File: config.mk
export PLATFORM = sky130hd
export DESIGN_NAME = upi_config_bank
export DESIGN_NICKNAME = d
export VERILOG_FILES = /design/src/rtl/upi_pkg.sv /design/src/rtl/upi_config_bank.sv
export SDC_FILE = /design/constraint.sdc
export NUM_CORES = 1
export LEC_CHECK = 0
export ABC_AREA = 1
export BUFFER_PORTS_ARGS = -buffer_cell sky130_fd_sc_hd__buf_2
export CAP_MARGIN = 5
export CORE_ASPECT_RATIO = 2
export CORE_MARGIN = 1
export CORE_UTILIZATION = 50
export CTS_BUF_LIST = sky130_fd_sc_hd__clkbuf_16
export DETAILED_ROUTE_END_ITERATION = 10
export PLACE_DENSITY_LB_ADDON = 0.1
export SETUP_SLACK_MARGIN = 0.1
export SKIP_LAST_GASP = 1
export SLEW_MARGIN = 10
export SYNTH_ARGS = -nofsm -noshare
export SYNTH_HDL_FRONTEND = slang
export SYNTH_SLANG_ARGS = --single-unit
File: constraint.sdc
create_clock -name core_clk -period 3.2 [get_ports core_clk]
set_input_delay 0.32 -clock core_clk [delete_from_list [all_inputs] [get_ports core_clk]]
set_output_delay 0.32 -clock core_clk [all_outputs]
set_load 0.005 [all_outputs]
File: src/rtl/upi_pkg.sv
/*
  Constants for the USB interface machine configuration bank.
  Assumes a 32-bit word register port with byte offsets.
*/
package upi_pkg;
  localparam int ADDR_W = 8;
  localparam int DATA_W = 32;
  localparam int FLAG_W = 7;
  // ----------------------------------------
  // Register offsets
  // ----------------------------------------
  localparam logic [7:0] OFS_SOFT_RESET = 8'h00;
  localparam logic [7:0] OFS_SM_CTRL = 8'h04;
  localparam logic [7:0] OFS_DEV_ADDR = 8'h08;
  localparam logic [7:0] OFS_XCVR_FUNC = 8'h0c;
  localparam logic [7:0] OFS_OTG_CTRL = 8'h10;
  localparam logic [7:0] OFS_OTG_FLAGS = 8'h14;
  localparam logic [7:0] OFS_SERIAL = 8'h18;
  localparam logic [7:0] OFS_LINE_FLAGS = 8'h1c;
  localparam logic [7:0] OFS_STICKY = 8'h20;
  localparam logic [7:0] OFS_PORT_MASK = 8'h24;
  localparam logic [7:0] OFS_FRAME_NUM = 8'h28;
  localparam logic [7:0] OFS_LAST_PID = 8'h2c;
  localparam logic [7:0] OFS_LAST_EP = 8'h30;
  localparam logic [7:0] OFS_EP_MATCH = 8'h34;
  localparam logic [7:0] OFS_OTG_MASK = 8'h38;
  localparam logic [7:0] OFS_POWER_SIG = 8'h3c;
  localparam logic [7:0] OFS_XCVR_CTRL = 8'h40;
  // ----------------------------------------
  // Field layouts and reset values
  // ----------------------------------------
  localparam logic [31:0] SM_CTRL_MASK = 32'h0000_00f7;
  localparam logic [31:0] DEV_ADDR_MASK = 32'h0000_007f;
  localparam logic [31:0] XCVR_FUNC_MASK = 32'h0000_001f;
  localparam logic [31:0] XCVR_FUNC_RST = 32'h0000_0007;
  localparam logic [31:0] OTG_CTRL_MASK = 32'h0000_00df;
  localparam logic [31:0] SERIAL_MASK = 32'h0000_000f;
  localparam logic [31:0] SERIAL_RST = 32'h0000_0002;
  localparam logic [31:0] FLAG_MASK = 32'h0000_007f;
  localparam logic [31:0] FRAME_MASK = 32'h0000_07ff;
  localparam logic [31:0] EP_MATCH_MASK = 32'h0000_ffff;
  localparam logic [31:0] POWER_MASK = 32'h0000_01ff;
  localparam logic [31:0] XCVR_CTRL_MASK = 32'hffff_ffff;
  localparam logic [31:0] ZERO_WORD = 32'h0000_0000;
  localparam int SM_TOKEN_PROC = 0;
  localparam int SM_TOKEN_CHECK = 1;
  localparam int SM_LINE_DEC = 2;
  localparam int SM_IF_TIMING = 4;
  localparam int SM_POWER_SIG = 5;
  localparam int SM_SOF_TOKEN = 6;
  localparam int SM_ACK_EVENT = 7;
  localparam int OPMODE_LO = 2;
  localparam int TERM_BIT = 1;
  localparam int XCVR_BIT = 0;
  localparam int OTG_EXT_IND = 7;
  localparam int OTG_EXT_DRV = 6;
  localparam int OTG_CHRG = 4;
  localparam int OTG_DISCHRG = 3;
  localparam int OTG_DM_PD = 2;
  localparam int OTG_DP_PD = 1;
  localparam int OTG_ID_PU = 0;
  localparam int FLG_TOKEN = 6;
  localparam int FLG_SE0 = 5;
  localparam int FLG_K = 4;
  localparam int FLG_J = 3;
  localparam int FLG_CRC = 2;
  localparam int FLG_RXACT = 1;
  localparam int FLG_RXERR = 0;
  localparam logic [1:0] LS_SE0 = 2'h0;
  localparam logic [1:0] LS_J = 2'h1;
  localparam logic [1:0] LS_K = 2'h2;
endpackage

File: src/rtl/upi_config_bank.sv
/*
  USB interface machine configuration bank: word register port, control
  outputs toward the transceiver and interface state, and flag logic.
  Assumes whole-word accesses on one clock; events come in synchronous.
*/
`timescale 1ns/10ps
module upi_config_bank (
  // Clock and reset
  input wire logic core_clk,
  input wire logic rst_n,
  // Register port
  input wire logic reg_wr,
  input wire logic reg_rd,
  input wire logic [upi_pkg::ADDR_W-1:0] reg_addr,
  input wire logic [upi_pkg::DATA_W-1:0] reg_wdata,
  output logic [upi_pkg::DATA_W-1:0] reg_rdata,
  output logic reg_ack,
  output logic reg_err,
  // Transceiver status and packet events
  input wire logic [5:0] otg_status,
  input wire logic [1:0] line_state,
  input wire logic rx_active,
  input wire logic rx_error,
  input wire logic [2:0] serial_rx,
  input wire logic pkt_start,
  input wire logic token_valid,
  input wire logic [6:0] token_addr,
  input wire logic [3:0] token_pid,
  input wire logic [3:0] token_ep,
  input wire logic crc16_fail,
  // Transceiver controls
  output logic [2:0] op_mode,
  output logic term_select,
  output logic xcvr_select,
  output logic external_vbus_indicator,
  output logic external_vbus_drive,
  output logic vbus_charge,
  output logic vbus_discharge,
  output logic dm_pulldown,
  output logic dp_pulldown,
  output logic role_pin_pullup,
  // Interface machine controls
  output logic token_process_mode,
  output logic token_check_mode,
  output logic line_decoder_en,
  output logic if_timing_mode,
  output logic power_signal_mode,
  output logic frame_start_as_token,
  output logic ack_event_mode,
  output logic token_accept,
  output logic [2:0] flag_port
);
  import upi_pkg::*;

  // ----------------------------------------
  // Decode
  // ----------------------------------------
  function automatic logic hit(input logic [ADDR_W-1:0] a, input logic [7:0] ofs);
    hit = (a == ofs);
  endfunction

  logic mapped;
  logic soft_rst;
  logic [31:0] sm_ctrl_reg, dev_addr_reg, xcvr_func_reg, otg_ctrl_reg;
  logic [31:0] serial_reg, flags_reg, sticky_reg, port_mask_reg, frame_reg;
  logic [31:0] ep_match_reg, otg_mask_reg, power_reg, xcvr_ctrl_reg;
  logic [3:0] pid_reg;
  logic [4:0] ep_reg;
  logic [6:0] flag_set, flag_clr_wr;
  logic addr_match;

  assign mapped = (reg_addr[1:0] == 2'b00) && (reg_addr <= OFS_XCVR_CTRL);
  assign soft_rst = reg_wr && hit(reg_addr, OFS_SOFT_RESET);

  // Handshake answers in the same cycle
  assign reg_ack = (reg_wr || reg_rd) && mapped;
  assign reg_err = (reg_wr || reg_rd) && !mapped;

  // ----------------------------------------
  // Control registers
  // ----------------------------------------
  // Transceiver selects survive the soft reset; only system reset touches them
  always_ff @(posedge core_clk) begin
    if (!rst_n) begin
      xcvr_func_reg <= XCVR_FUNC_RST;
      otg_ctrl_reg <= ZERO_WORD;
      xcvr_ctrl_reg <= ZERO_WORD;
      serial_reg <= SERIAL_RST;
    end else if (reg_wr) begin
      if (hit(reg_addr, OFS_XCVR_FUNC)) begin
        xcvr_func_reg <= reg_wdata & XCVR_FUNC_MASK;
      end
      if (hit(reg_addr, OFS_OTG_CTRL)) begin
        otg_ctrl_reg <= reg_wdata & OTG_CTRL_MASK;
      end
      if (hit(reg_addr, OFS_XCVR_CTRL)) begin
        xcvr_ctrl_reg <= reg_wdata & XCVR_CTRL_MASK;
      end
      if (hit(reg_addr, OFS_SERIAL)) begin
        serial_reg <= reg_wdata & SERIAL_MASK;
      end
    end
  end

  // Interface machine state: cleared by system reset or soft reset
  always_ff @(posedge core_clk) begin
    if (!rst_n || soft_rst) begin
      sm_ctrl_reg <= ZERO_WORD;
      dev_addr_reg <= ZERO_WORD;
      sticky_reg <= ZERO_WORD;
      port_mask_reg <= ZERO_WORD;
      ep_match_reg <= ZERO_WORD;
      otg_mask_reg <= ZERO_WORD;
      power_reg <= ZERO_WORD;
    end else if (reg_wr) begin
      if (hit(reg_addr, OFS_SM_CTRL)) begin
        sm_ctrl_reg <= reg_wdata & SM_CTRL_MASK;
      end
      if (hit(reg_addr, OFS_DEV_ADDR)) begin
        dev_addr_reg <= reg_wdata & DEV_ADDR_MASK;
      end
      if (hit(reg_addr, OFS_STICKY)) begin
        sticky_reg <= reg_wdata & FLAG_MASK;
      end
      if (hit(reg_addr, OFS_PORT_MASK)) begin
        port_mask_reg <= reg_wdata;
      end
      if (hit(reg_addr, OFS_EP_MATCH)) begin
        ep_match_reg <= reg_wdata & EP_MATCH_MASK;
      end
      if (hit(reg_addr, OFS_OTG_MASK)) begin
        otg_mask_reg <= reg_wdata;
      end
      if (hit(reg_addr, OFS_POWER_SIG)) begin
        power_reg <= reg_wdata & POWER_MASK;
      end
    end
  end

  // ----------------------------------------
  // Packet capture and flags
  // ----------------------------------------
  assign addr_match = token_valid && (token_addr == dev_addr_reg[6:0]);
  assign token_accept = addr_match;

  always_comb begin
    flag_set = '0;
    flag_set[FLG_TOKEN] = addr_match;
    flag_set[FLG_SE0] = sm_ctrl_reg[SM_LINE_DEC] && (line_state == LS_SE0);
    flag_set[FLG_K] = sm_ctrl_reg[SM_LINE_DEC] && (line_state == LS_K);
    flag_set[FLG_J] = sm_ctrl_reg[SM_LINE_DEC] && (line_state == LS_J);
    flag_set[FLG_CRC] = crc16_fail;
    flag_set[FLG_RXACT] = rx_active;
    flag_set[FLG_RXERR] = rx_error;
    flag_clr_wr = (reg_wr && hit(reg_addr, OFS_LINE_FLAGS)) ? reg_wdata[6:0] : 7'h00;
  end

  // Set wins over any clear in the same cycle
  always_ff @(posedge core_clk) begin
    if (!rst_n || soft_rst) begin
      flags_reg <= ZERO_WORD;
    end else begin
      for (int i = 0; i < FLAG_W; i++) begin
        if (flag_set[i]) begin
          flags_reg[i] <= 1'b1;
        end else if (sticky_reg[i]) begin
          if (flag_clr_wr[i]) begin
            flags_reg[i] <= 1'b0;
          end
        end else if (pkt_start || flag_clr_wr[i]) begin
          flags_reg[i] <= 1'b0;
        end
      end
    end
  end

  // Frame number: written by software only; last PID and endpoint loaded from accepted tokens
  always_ff @(posedge core_clk) begin
    if (!rst_n || soft_rst) begin
      frame_reg <= ZERO_WORD;
      pid_reg <= 4'h0;
      ep_reg <= 5'h00;
    end else begin
      if (reg_wr && hit(reg_addr, OFS_FRAME_NUM)) begin
        frame_reg <= reg_wdata & FRAME_MASK;
      end
      if (addr_match) begin
        pid_reg <= token_pid;
        ep_reg <= {1'b1, token_ep};
      end
    end
  end

  // ----------------------------------------
  // Read data
  // ----------------------------------------
  always_ff @(posedge core_clk) begin
    if (!rst_n) begin
      reg_rdata <= ZERO_WORD;
    end else if (reg_rd) begin
      case (reg_addr)
        OFS_SM_CTRL: reg_rdata <= sm_ctrl_reg;
        OFS_DEV_ADDR: reg_rdata <= dev_addr_reg;
        OFS_XCVR_FUNC: reg_rdata <= xcvr_func_reg;
        OFS_OTG_CTRL: reg_rdata <= otg_ctrl_reg;
        OFS_OTG_FLAGS: reg_rdata <= {26'h0, otg_status};
        OFS_SERIAL: reg_rdata <= {25'h0, serial_rx, serial_reg[3:0]};
        OFS_LINE_FLAGS: reg_rdata <= flags_reg;
        OFS_STICKY: reg_rdata <= sticky_reg;
        OFS_PORT_MASK: reg_rdata <= port_mask_reg;
        OFS_FRAME_NUM: reg_rdata <= frame_reg;
        OFS_LAST_PID: reg_rdata <= {28'h0, pid_reg};
        OFS_LAST_EP: reg_rdata <= {27'h0, ep_reg};
        OFS_EP_MATCH: reg_rdata <= ep_match_reg;
        OFS_OTG_MASK: reg_rdata <= otg_mask_reg;
        OFS_POWER_SIG: reg_rdata <= power_reg;
        OFS_XCVR_CTRL: reg_rdata <= xcvr_ctrl_reg;
        default: reg_rdata <= ZERO_WORD;
      endcase
    end
  end

  // ----------------------------------------
  // Outputs
  // ----------------------------------------
  assign op_mode = xcvr_func_reg[OPMODE_LO +: 3];
  assign term_select = xcvr_func_reg[TERM_BIT];
  assign xcvr_select = xcvr_func_reg[XCVR_BIT];
  assign external_vbus_indicator = otg_ctrl_reg[OTG_EXT_IND];
  assign external_vbus_drive = otg_ctrl_reg[OTG_EXT_DRV];
  assign vbus_charge = otg_ctrl_reg[OTG_CHRG];
  assign vbus_discharge = otg_ctrl_reg[OTG_DISCHRG];
  assign dm_pulldown = otg_ctrl_reg[OTG_DM_PD];
  assign dp_pulldown = otg_ctrl_reg[OTG_DP_PD];
  assign role_pin_pullup = otg_ctrl_reg[OTG_ID_PU];
  assign token_process_mode = sm_ctrl_reg[SM_TOKEN_PROC];
  assign token_check_mode = sm_ctrl_reg[SM_TOKEN_CHECK];
  assign line_decoder_en = sm_ctrl_reg[SM_LINE_DEC];
  assign if_timing_mode = sm_ctrl_reg[SM_IF_TIMING];
  assign power_signal_mode = sm_ctrl_reg[SM_POWER_SIG];
  assign frame_start_as_token = sm_ctrl_reg[SM_SOF_TOKEN];
  assign ack_event_mode = sm_ctrl_reg[SM_ACK_EVENT];
  assign flag_port[0] = |(flags_reg[6:0] & port_mask_reg[6:0]);
  assign flag_port[1] = |(flags_reg[6:0] & port_mask_reg[14:8]);
  assign flag_port[2] = |(flags_reg[6:0] & port_mask_reg[22:16]);
endmodule

* Yosys cells after proc, flatten, opt, wreduce, memory -nomap -nowiden
Index checks and enable logic that the tools add are counted.
** Word-level totals
- Register bits :: 217
- Input port bits :: 75
- Output and inout bits :: 57
** Cells by class
- Order comparisons :: 1
- Equality and inequality tests :: 26
- Mux-type cells :: 30
- Bitwise operators :: 3
- Reductions and logical operators :: 52
** Operator list (count)
- $pmux 32 s16 :: 1
- $eq 8x6->1 const B :: 8
- $reduce_and 2->1 :: 18
- $eq 8x5->1 const B :: 4
- $mux 1 :: 28
- $and 7x7->7 :: 3
- $reduce_bool 3->1 :: 7
- $reduce_or 7->1 :: 3
- $eq 8x4->1 const B :: 2
- $ne 3x2->1 const B :: 4
- $logic_and 1x1->1 :: 10
- $logic_or 1x1->1 :: 9
- $ne 3x1->1 const B :: 3
- $eq 8x3->1 const B :: 1
- $eq 8x7->1 const B :: 1
- $le 8x7->1 const B :: 1
- $logic_not 8->1 :: 1
- $eq 7x7->1 :: 1
- $mux 7 :: 1
- $logic_not 2->1 :: 2
- $eq 2x1->1 const B :: 1
- $eq 2x2->1 const B :: 1
- $logic_not 1->1 :: 2

* Logic depth before layout (Yosys ltp)
- Depth in word-level cells :: 7
- Depth in mapped cells :: 12

* Least setup slack after synthesis
No wires, ideal clock.
- Kind :: input port to output port
- From :: input port reg_addr[1] (netlist bit)
- To :: output port reg_ack
- Data arrival time :: 1224 ps
- Required time :: 2880 ps
- Slack :: 1656 ps
- Cell stages on the path :: 8
- Path buffers :: 1
- Path through :: inv_1 -> nand2_4 -> nor2_8 -> nand2_2 -> inv_2 -> buf_2 -> a21oi_1 -> a21oi_1
** Between the ends
- Longest elaborated chain between the ends :: 3
- Elaborated cells between the ends (all ways) :: 4
** Ends and longest elaborated chain
- start, declared :: RTL line upi_config_bank.sv:14 : input wire logic [upi_pkg::ADDR_W-1:0] reg_addr,
- $le 8x7->1 / $logic_not 2->1 (equally long branches) :: RTL line upi_config_bank.sv:72 : assign mapped = (reg_addr[1:0] == 2'b00) && (reg_addr <= OFS_XCVR_CTRL);
- $logic_and 1x1->1 * :: RTL line upi_config_bank.sv:72
- $logic_and 1x1->1 * :: RTL line upi_config_bank.sv:76 : assign reg_ack = (reg_wr || reg_rd) && mapped;
- end, declared :: RTL line upi_config_bank.sv:17 : output logic reg_ack,
Every way passes the cells marked *; elsewhere a longest branch is shown, timed or not.

* Final worst setup path
- From :: register dev_addr_reg[5]
- To :: output port token_accept
** Between the ends
- Longest elaborated chain between the ends :: 2
** Ends and longest elaborated chain
- start, declared :: RTL line upi_config_bank.sv:64 : logic [31:0] sm_ctrl_reg, dev_addr_reg, xcvr_func_reg, otg_ctrl_reg;
- start signal, assigned :: RTL line upi_config_bank.sv:120 : dev_addr_reg <= reg_wdata & DEV_ADDR_MASK;
- $eq 7x7->1 :: RTL line upi_config_bank.sv:143 : assign addr_match = token_valid && (token_addr == dev_addr_reg[6:0]);
- $logic_and 1x1->1 :: RTL line upi_config_bank.sv:143
- end, declared :: RTL line upi_config_bank.sv:50 : output logic token_accept,
Every way passes these cells.

==> flow_metrics.env <==
export IMPL_ys_async_sr_fraction_pct=0
export IMPL_height_of_the_chip_um=197
export IMPL_synth_seq_area_share_pct=45.5
export IMPL_met3_usage_pct=3.36
export IMPL_initial_utilization_pct=51.0
export IMPL_number_of_antenna_violations_at_the_first_check_in_global_routing=0
export IMPL_detail_route_iter0_violations=708
export IMPL_max_clock_path_buffers=3
export IMPL_clock_sinks=217
export IMPL_timing_max_cap_violations=0
export IMPL_detailroute_via_count=9355
export IMPL_cp_top_family="flip-flops"
export IMPL_clock_tree_htree_level_count=1
export IMPL_power_spent_charging_and_discharging_nets_mw=1.30
export IMPL_detail_route_vias_per_cell=5.49
export IMPL_fmaxAchievable_mhz=436
export IMPL_ordered_cell_list_for_the_critical_path="o21a_1 > nand3_1 > a211oi_1 > nand2_1 > inv_2 > buf_2"
export IMPL_max_slew_margin_pct=49.9
export IMPL_drt_pre_antenna_iters=6
export IMPL_yosys_register_bits=217
export IMPL_power_density_relative_to_cell_area_mw_per_mm2=528
export IMPL_totalWireLength_um=31000
export IMPL_gr_total_overflow=0
export IMPL_use_met2_pct=58.3
export IMPL_core_region_area_mm2=0.0187
export IMPL_routed_wire_length_per_instance_um=18.2
export IMPL_pwr_share_seq_pct=46.4
export IMPL_worst_clock_skew_ns=0.00793
export IMPL_fillers=1885
export IMPL_total_area_of_multi_input_combinational_cells_mm2=0.00443
export IMPL_crit_required_ns=2.88
export IMPL_cp_buffers_inverters=2
export IMPL_combinationalPowerShare_pct=4.8
export IMPL_cts_root_buf="sky130_fd_sc_hd__clkbuf_16"
export IMPL_post_cts_hold_buffer_count=0
export IMPL_fin_crit_sh_pct=71.7
export IMPL_syn_inst=1345
export IMPL_tritoncts="built"
export IMPL_diodes_inserted=0
export IMPL_worstPathArrival_ns=1.97
export IMPL_layout_drive_gt1_share_pct=15.4
export IMPL_grt_max_degree=66
export IMPL_vdd_ir_drop_max_v=0.000654
export IMPL_ys_types=34
export IMPL_run_status="complete, no violations"
export IMPL_path_clk_slew_ns=0.07
export IMPL_globalRouteMet1Util_pct=33.2
export IMPL_gp_congestion=1.05
export IMPL_synth_net_count=1420
export IMPL_grt_busiest_layer="met2"
export IMPL_dp_slack_ns=0.864
export IMPL_worst_setup_path_start_kind="register"
export IMPL_detail_route_drc_violations=0
export IMPL_grt_pass1_wl_um=48000
export IMPL_grt_setup_unrepaired="no"
export IMPL_synth_enable_flop_cells=0
export IMPL_route_antenna_remaining_nets=0
export IMPL_cp_max_fo=10
export IMPL_area_delta_synth_final_pct=16.0
export IMPL_port_buffers=131
export IMPL_switching_share_pct=22.3
export IMPL_min_period_ns=2.29
export IMPL_final_setup_viol_count=0
export IMPL_tritoncts_buffer_count=20
export IMPL_final_critical_path_setup_slack_ns=0.906
export IMPL_clock_power_share_pct=48.8
export IMPL_global_route_usage_total_pct=31.9
export IMPL_slew_violations=0
export IMPL_post_cts_repair_setup_buffers=0
export IMPL_end_kind="output pin"
export IMPL_post_cts_resize_count=0
export IMPL_cell_with_the_largest_stage_delay_on_the_worst_path="sky130_fd_sc_hd__dfxtp_1"
export IMPL_ys_flop_type="sky130_fd_sc_hd__dfxtp_1"
export IMPL_hp_class="input port to register"
export IMPL_yosys_warnings=0
export IMPL_die_area_mm2=0.0197
export IMPL_clkLatencyLatePin_ns=0.50
export IMPL_timing_worst_setup_path_type="register to output pin"
export IMPL_summed_instance_area_of_the_synthesized_netlist_mm2=0.00955
export IMPL_tightest_slew_ns=0.750
export IMPL_p_int_mw=4.55
export IMPL_chipWidth_um=99.7
export IMPL_postSynthAreaPerCell_um2=7.10
export IMPL_regArea_mm2=0.00434
export IMPL_timing_hold_violations_final=0
export IMPL_timing_setup_tns_ns=0
export IMPL_rows=71
export IMPL_hpwl_um=22100
export IMPL_num_io_pins=132
export IMPL_first_global_vias=9035
export IMPL_final_nets=1511
export IMPL_critPathMaxStageDelay_ns=0.39
export IMPL_timing_hold_ws_ns=0.0412
export IMPL_p_leak_nw=4.45
-- Yosys cell counts, types with 2 or more instances --
library cell / instances / area (µm²)
sky130_fd_sc_hd__a21oi_1: 170 / 851
sky130_fd_sc_hd__a221oi_1: 3 / 26.3
sky130_fd_sc_hd__a22o_1: 2 / 17.5
sky130_fd_sc_hd__buf_1: 4 / 15.0
sky130_fd_sc_hd__buf_2: 35 / 175
sky130_fd_sc_hd__buf_4: 8 / 60.1
sky130_fd_sc_hd__buf_6: 2 / 22.5
sky130_fd_sc_hd__clkbuf_1: 33 / 124
sky130_fd_sc_hd__dfxtp_1: 217 / 4340
sky130_fd_sc_hd__inv_1: 87 / 327
sky130_fd_sc_hd__inv_2: 13 / 48.8
sky130_fd_sc_hd__nand2_1: 310 / 1160
sky130_fd_sc_hd__nand2_2: 8 / 50.1
sky130_fd_sc_hd__nand2_4: 2 / 22.5
sky130_fd_sc_hd__nand3_1: 131 / 656
sky130_fd_sc_hd__nor2_1: 136 / 510
sky130_fd_sc_hd__nor2_2: 5 / 31.3
sky130_fd_sc_hd__nor2_4: 5 / 56.3
sky130_fd_sc_hd__nor2_8: 2 / 40.0
sky130_fd_sc_hd__o2111ai_1: 6 / 52.6
sky130_fd_sc_hd__o211ai_1: 4 / 30.0
sky130_fd_sc_hd__o21a_1: 2 / 15.0
sky130_fd_sc_hd__o21ai_0: 106 / 531
sky130_fd_sc_hd__o21ai_1: 19 / 95.1
sky130_fd_sc_hd__o221ai_1: 16 / 140
sky130_fd_sc_hd__o22ai_1: 9 / 56.3
sky130_fd_sc_hd__xnor2_1: 2 / 17.5
sky130_fd_sc_hd__xor2_1: 2 / 17.5
-- power groups by stage --
| stage | Sequential, mW | Clock (mW) | Combinational (mW) |
|---|---|---|---|
| 2_1_floorplan | 2.77 | 0 | 0.147 |
| 4_1_cts | 2.71 | 2.89 | 0.279 |
| 3_5_place_dp | 2.78 | 0 | 0.278 |
| 6_report | 2.71 | 2.86 | 0.281 |
| 5_1_grt | 2.71 | 3.00 | 0.300 |
| 3_3_place_gp | 2.78 | 0 | 0.277 |
-- routing by layer --
layer,wire (µm),part of all wire [%],up-vias
met4,2460,7.9,0
met5,0,0,-
li1,-,-,4620
met1,11200,36,4271
met3,1560,5.0,115
met2,15800,51,349
-- worst paths after layout --
check | start | to | slack [ns] | depth (start not counted)
setup / recovery | dev_addr_reg[5] | token_accept | 0.91 | 6
hold / removal | crc16_fail | flags_reg[2] | 0.04 | 3
setup reg to reg | dev_addr_reg[5] | pid_reg[3] | 1.64 | 7
hold reg to reg | frame_reg[7] | frame_reg[7] | 0.45 | 2
-- cell usage in the layout (no fill, tap or decap), drive strengths merged --
cell      instances
o21ai           125
a221oi            3
clkinv            3
bufinv            7
xnor2             2
clkinvlp          5
nand2           320
nor2            148
nand3           132
xor2              2
o21a              2
a21oi           170
a22o              2
o211ai            4
nor3              1
o2111ai           6
o221ai           16
clkbuf           21
inv             101
dfxtp           217
nand4             1
a31oi             1
a211oi            1
o22ai             9
buf             151
-- per-stage QoR --
step	cell area [µm²]	utilization (%)	power (mW)	instances
6_report	11100	59.1	5.85	1705
5_1_grt	11100	59.1	6.02	1705
4_1_cts	11100	59.1	5.88	1705
3_5_place_dp	10300	54.9	3.05	1669
3_3_place_gp	10300	54.9	3.05	1669
2_1_floorplan	9550	-	2.92	1345
-- logic make-up after synthesis --
| group | synth area share (%) |
|---|---|
| XOR/XNOR | 0.367 |
| flip-flops | 45.5 |
| AO/OA/AOI/OAI | 19.3 |
| AND/OR/NAND/NOR | 26.7 |
| buffers and inverters | 8.14 |
-- worst reg2reg max path, stage by stage, from the launching register on --
cell and delay [ns]:
sky130_fd_sc_hd__dfxtp_1 0.39, sky130_fd_sc_hd__o21a_1 0.14, sky130_fd_sc_hd__nand3_1 0.06, sky130_fd_sc_hd__a211oi_1 0.23, sky130_fd_sc_hd__nand2_1 0.27, sky130_fd_sc_hd__inv_2 0.25, sky130_fd_sc_hd__nor2_1 0.06, sky130_fd_sc_hd__nor2_1 0.10
-- final cells by class --
cell class | instances | area share (%)
inverters | 101 | 3.43
clock inverters | 15 | 2.39
well taps | 255 | 2.88
multi-input cells | 945 | 40.0
repair buffers | 151 | 7.38
clock buffers | 21 | 4.74
flip-flops and latches | 217 | 39.2
No activity file was read; power rests on OpenSTA's default activity.
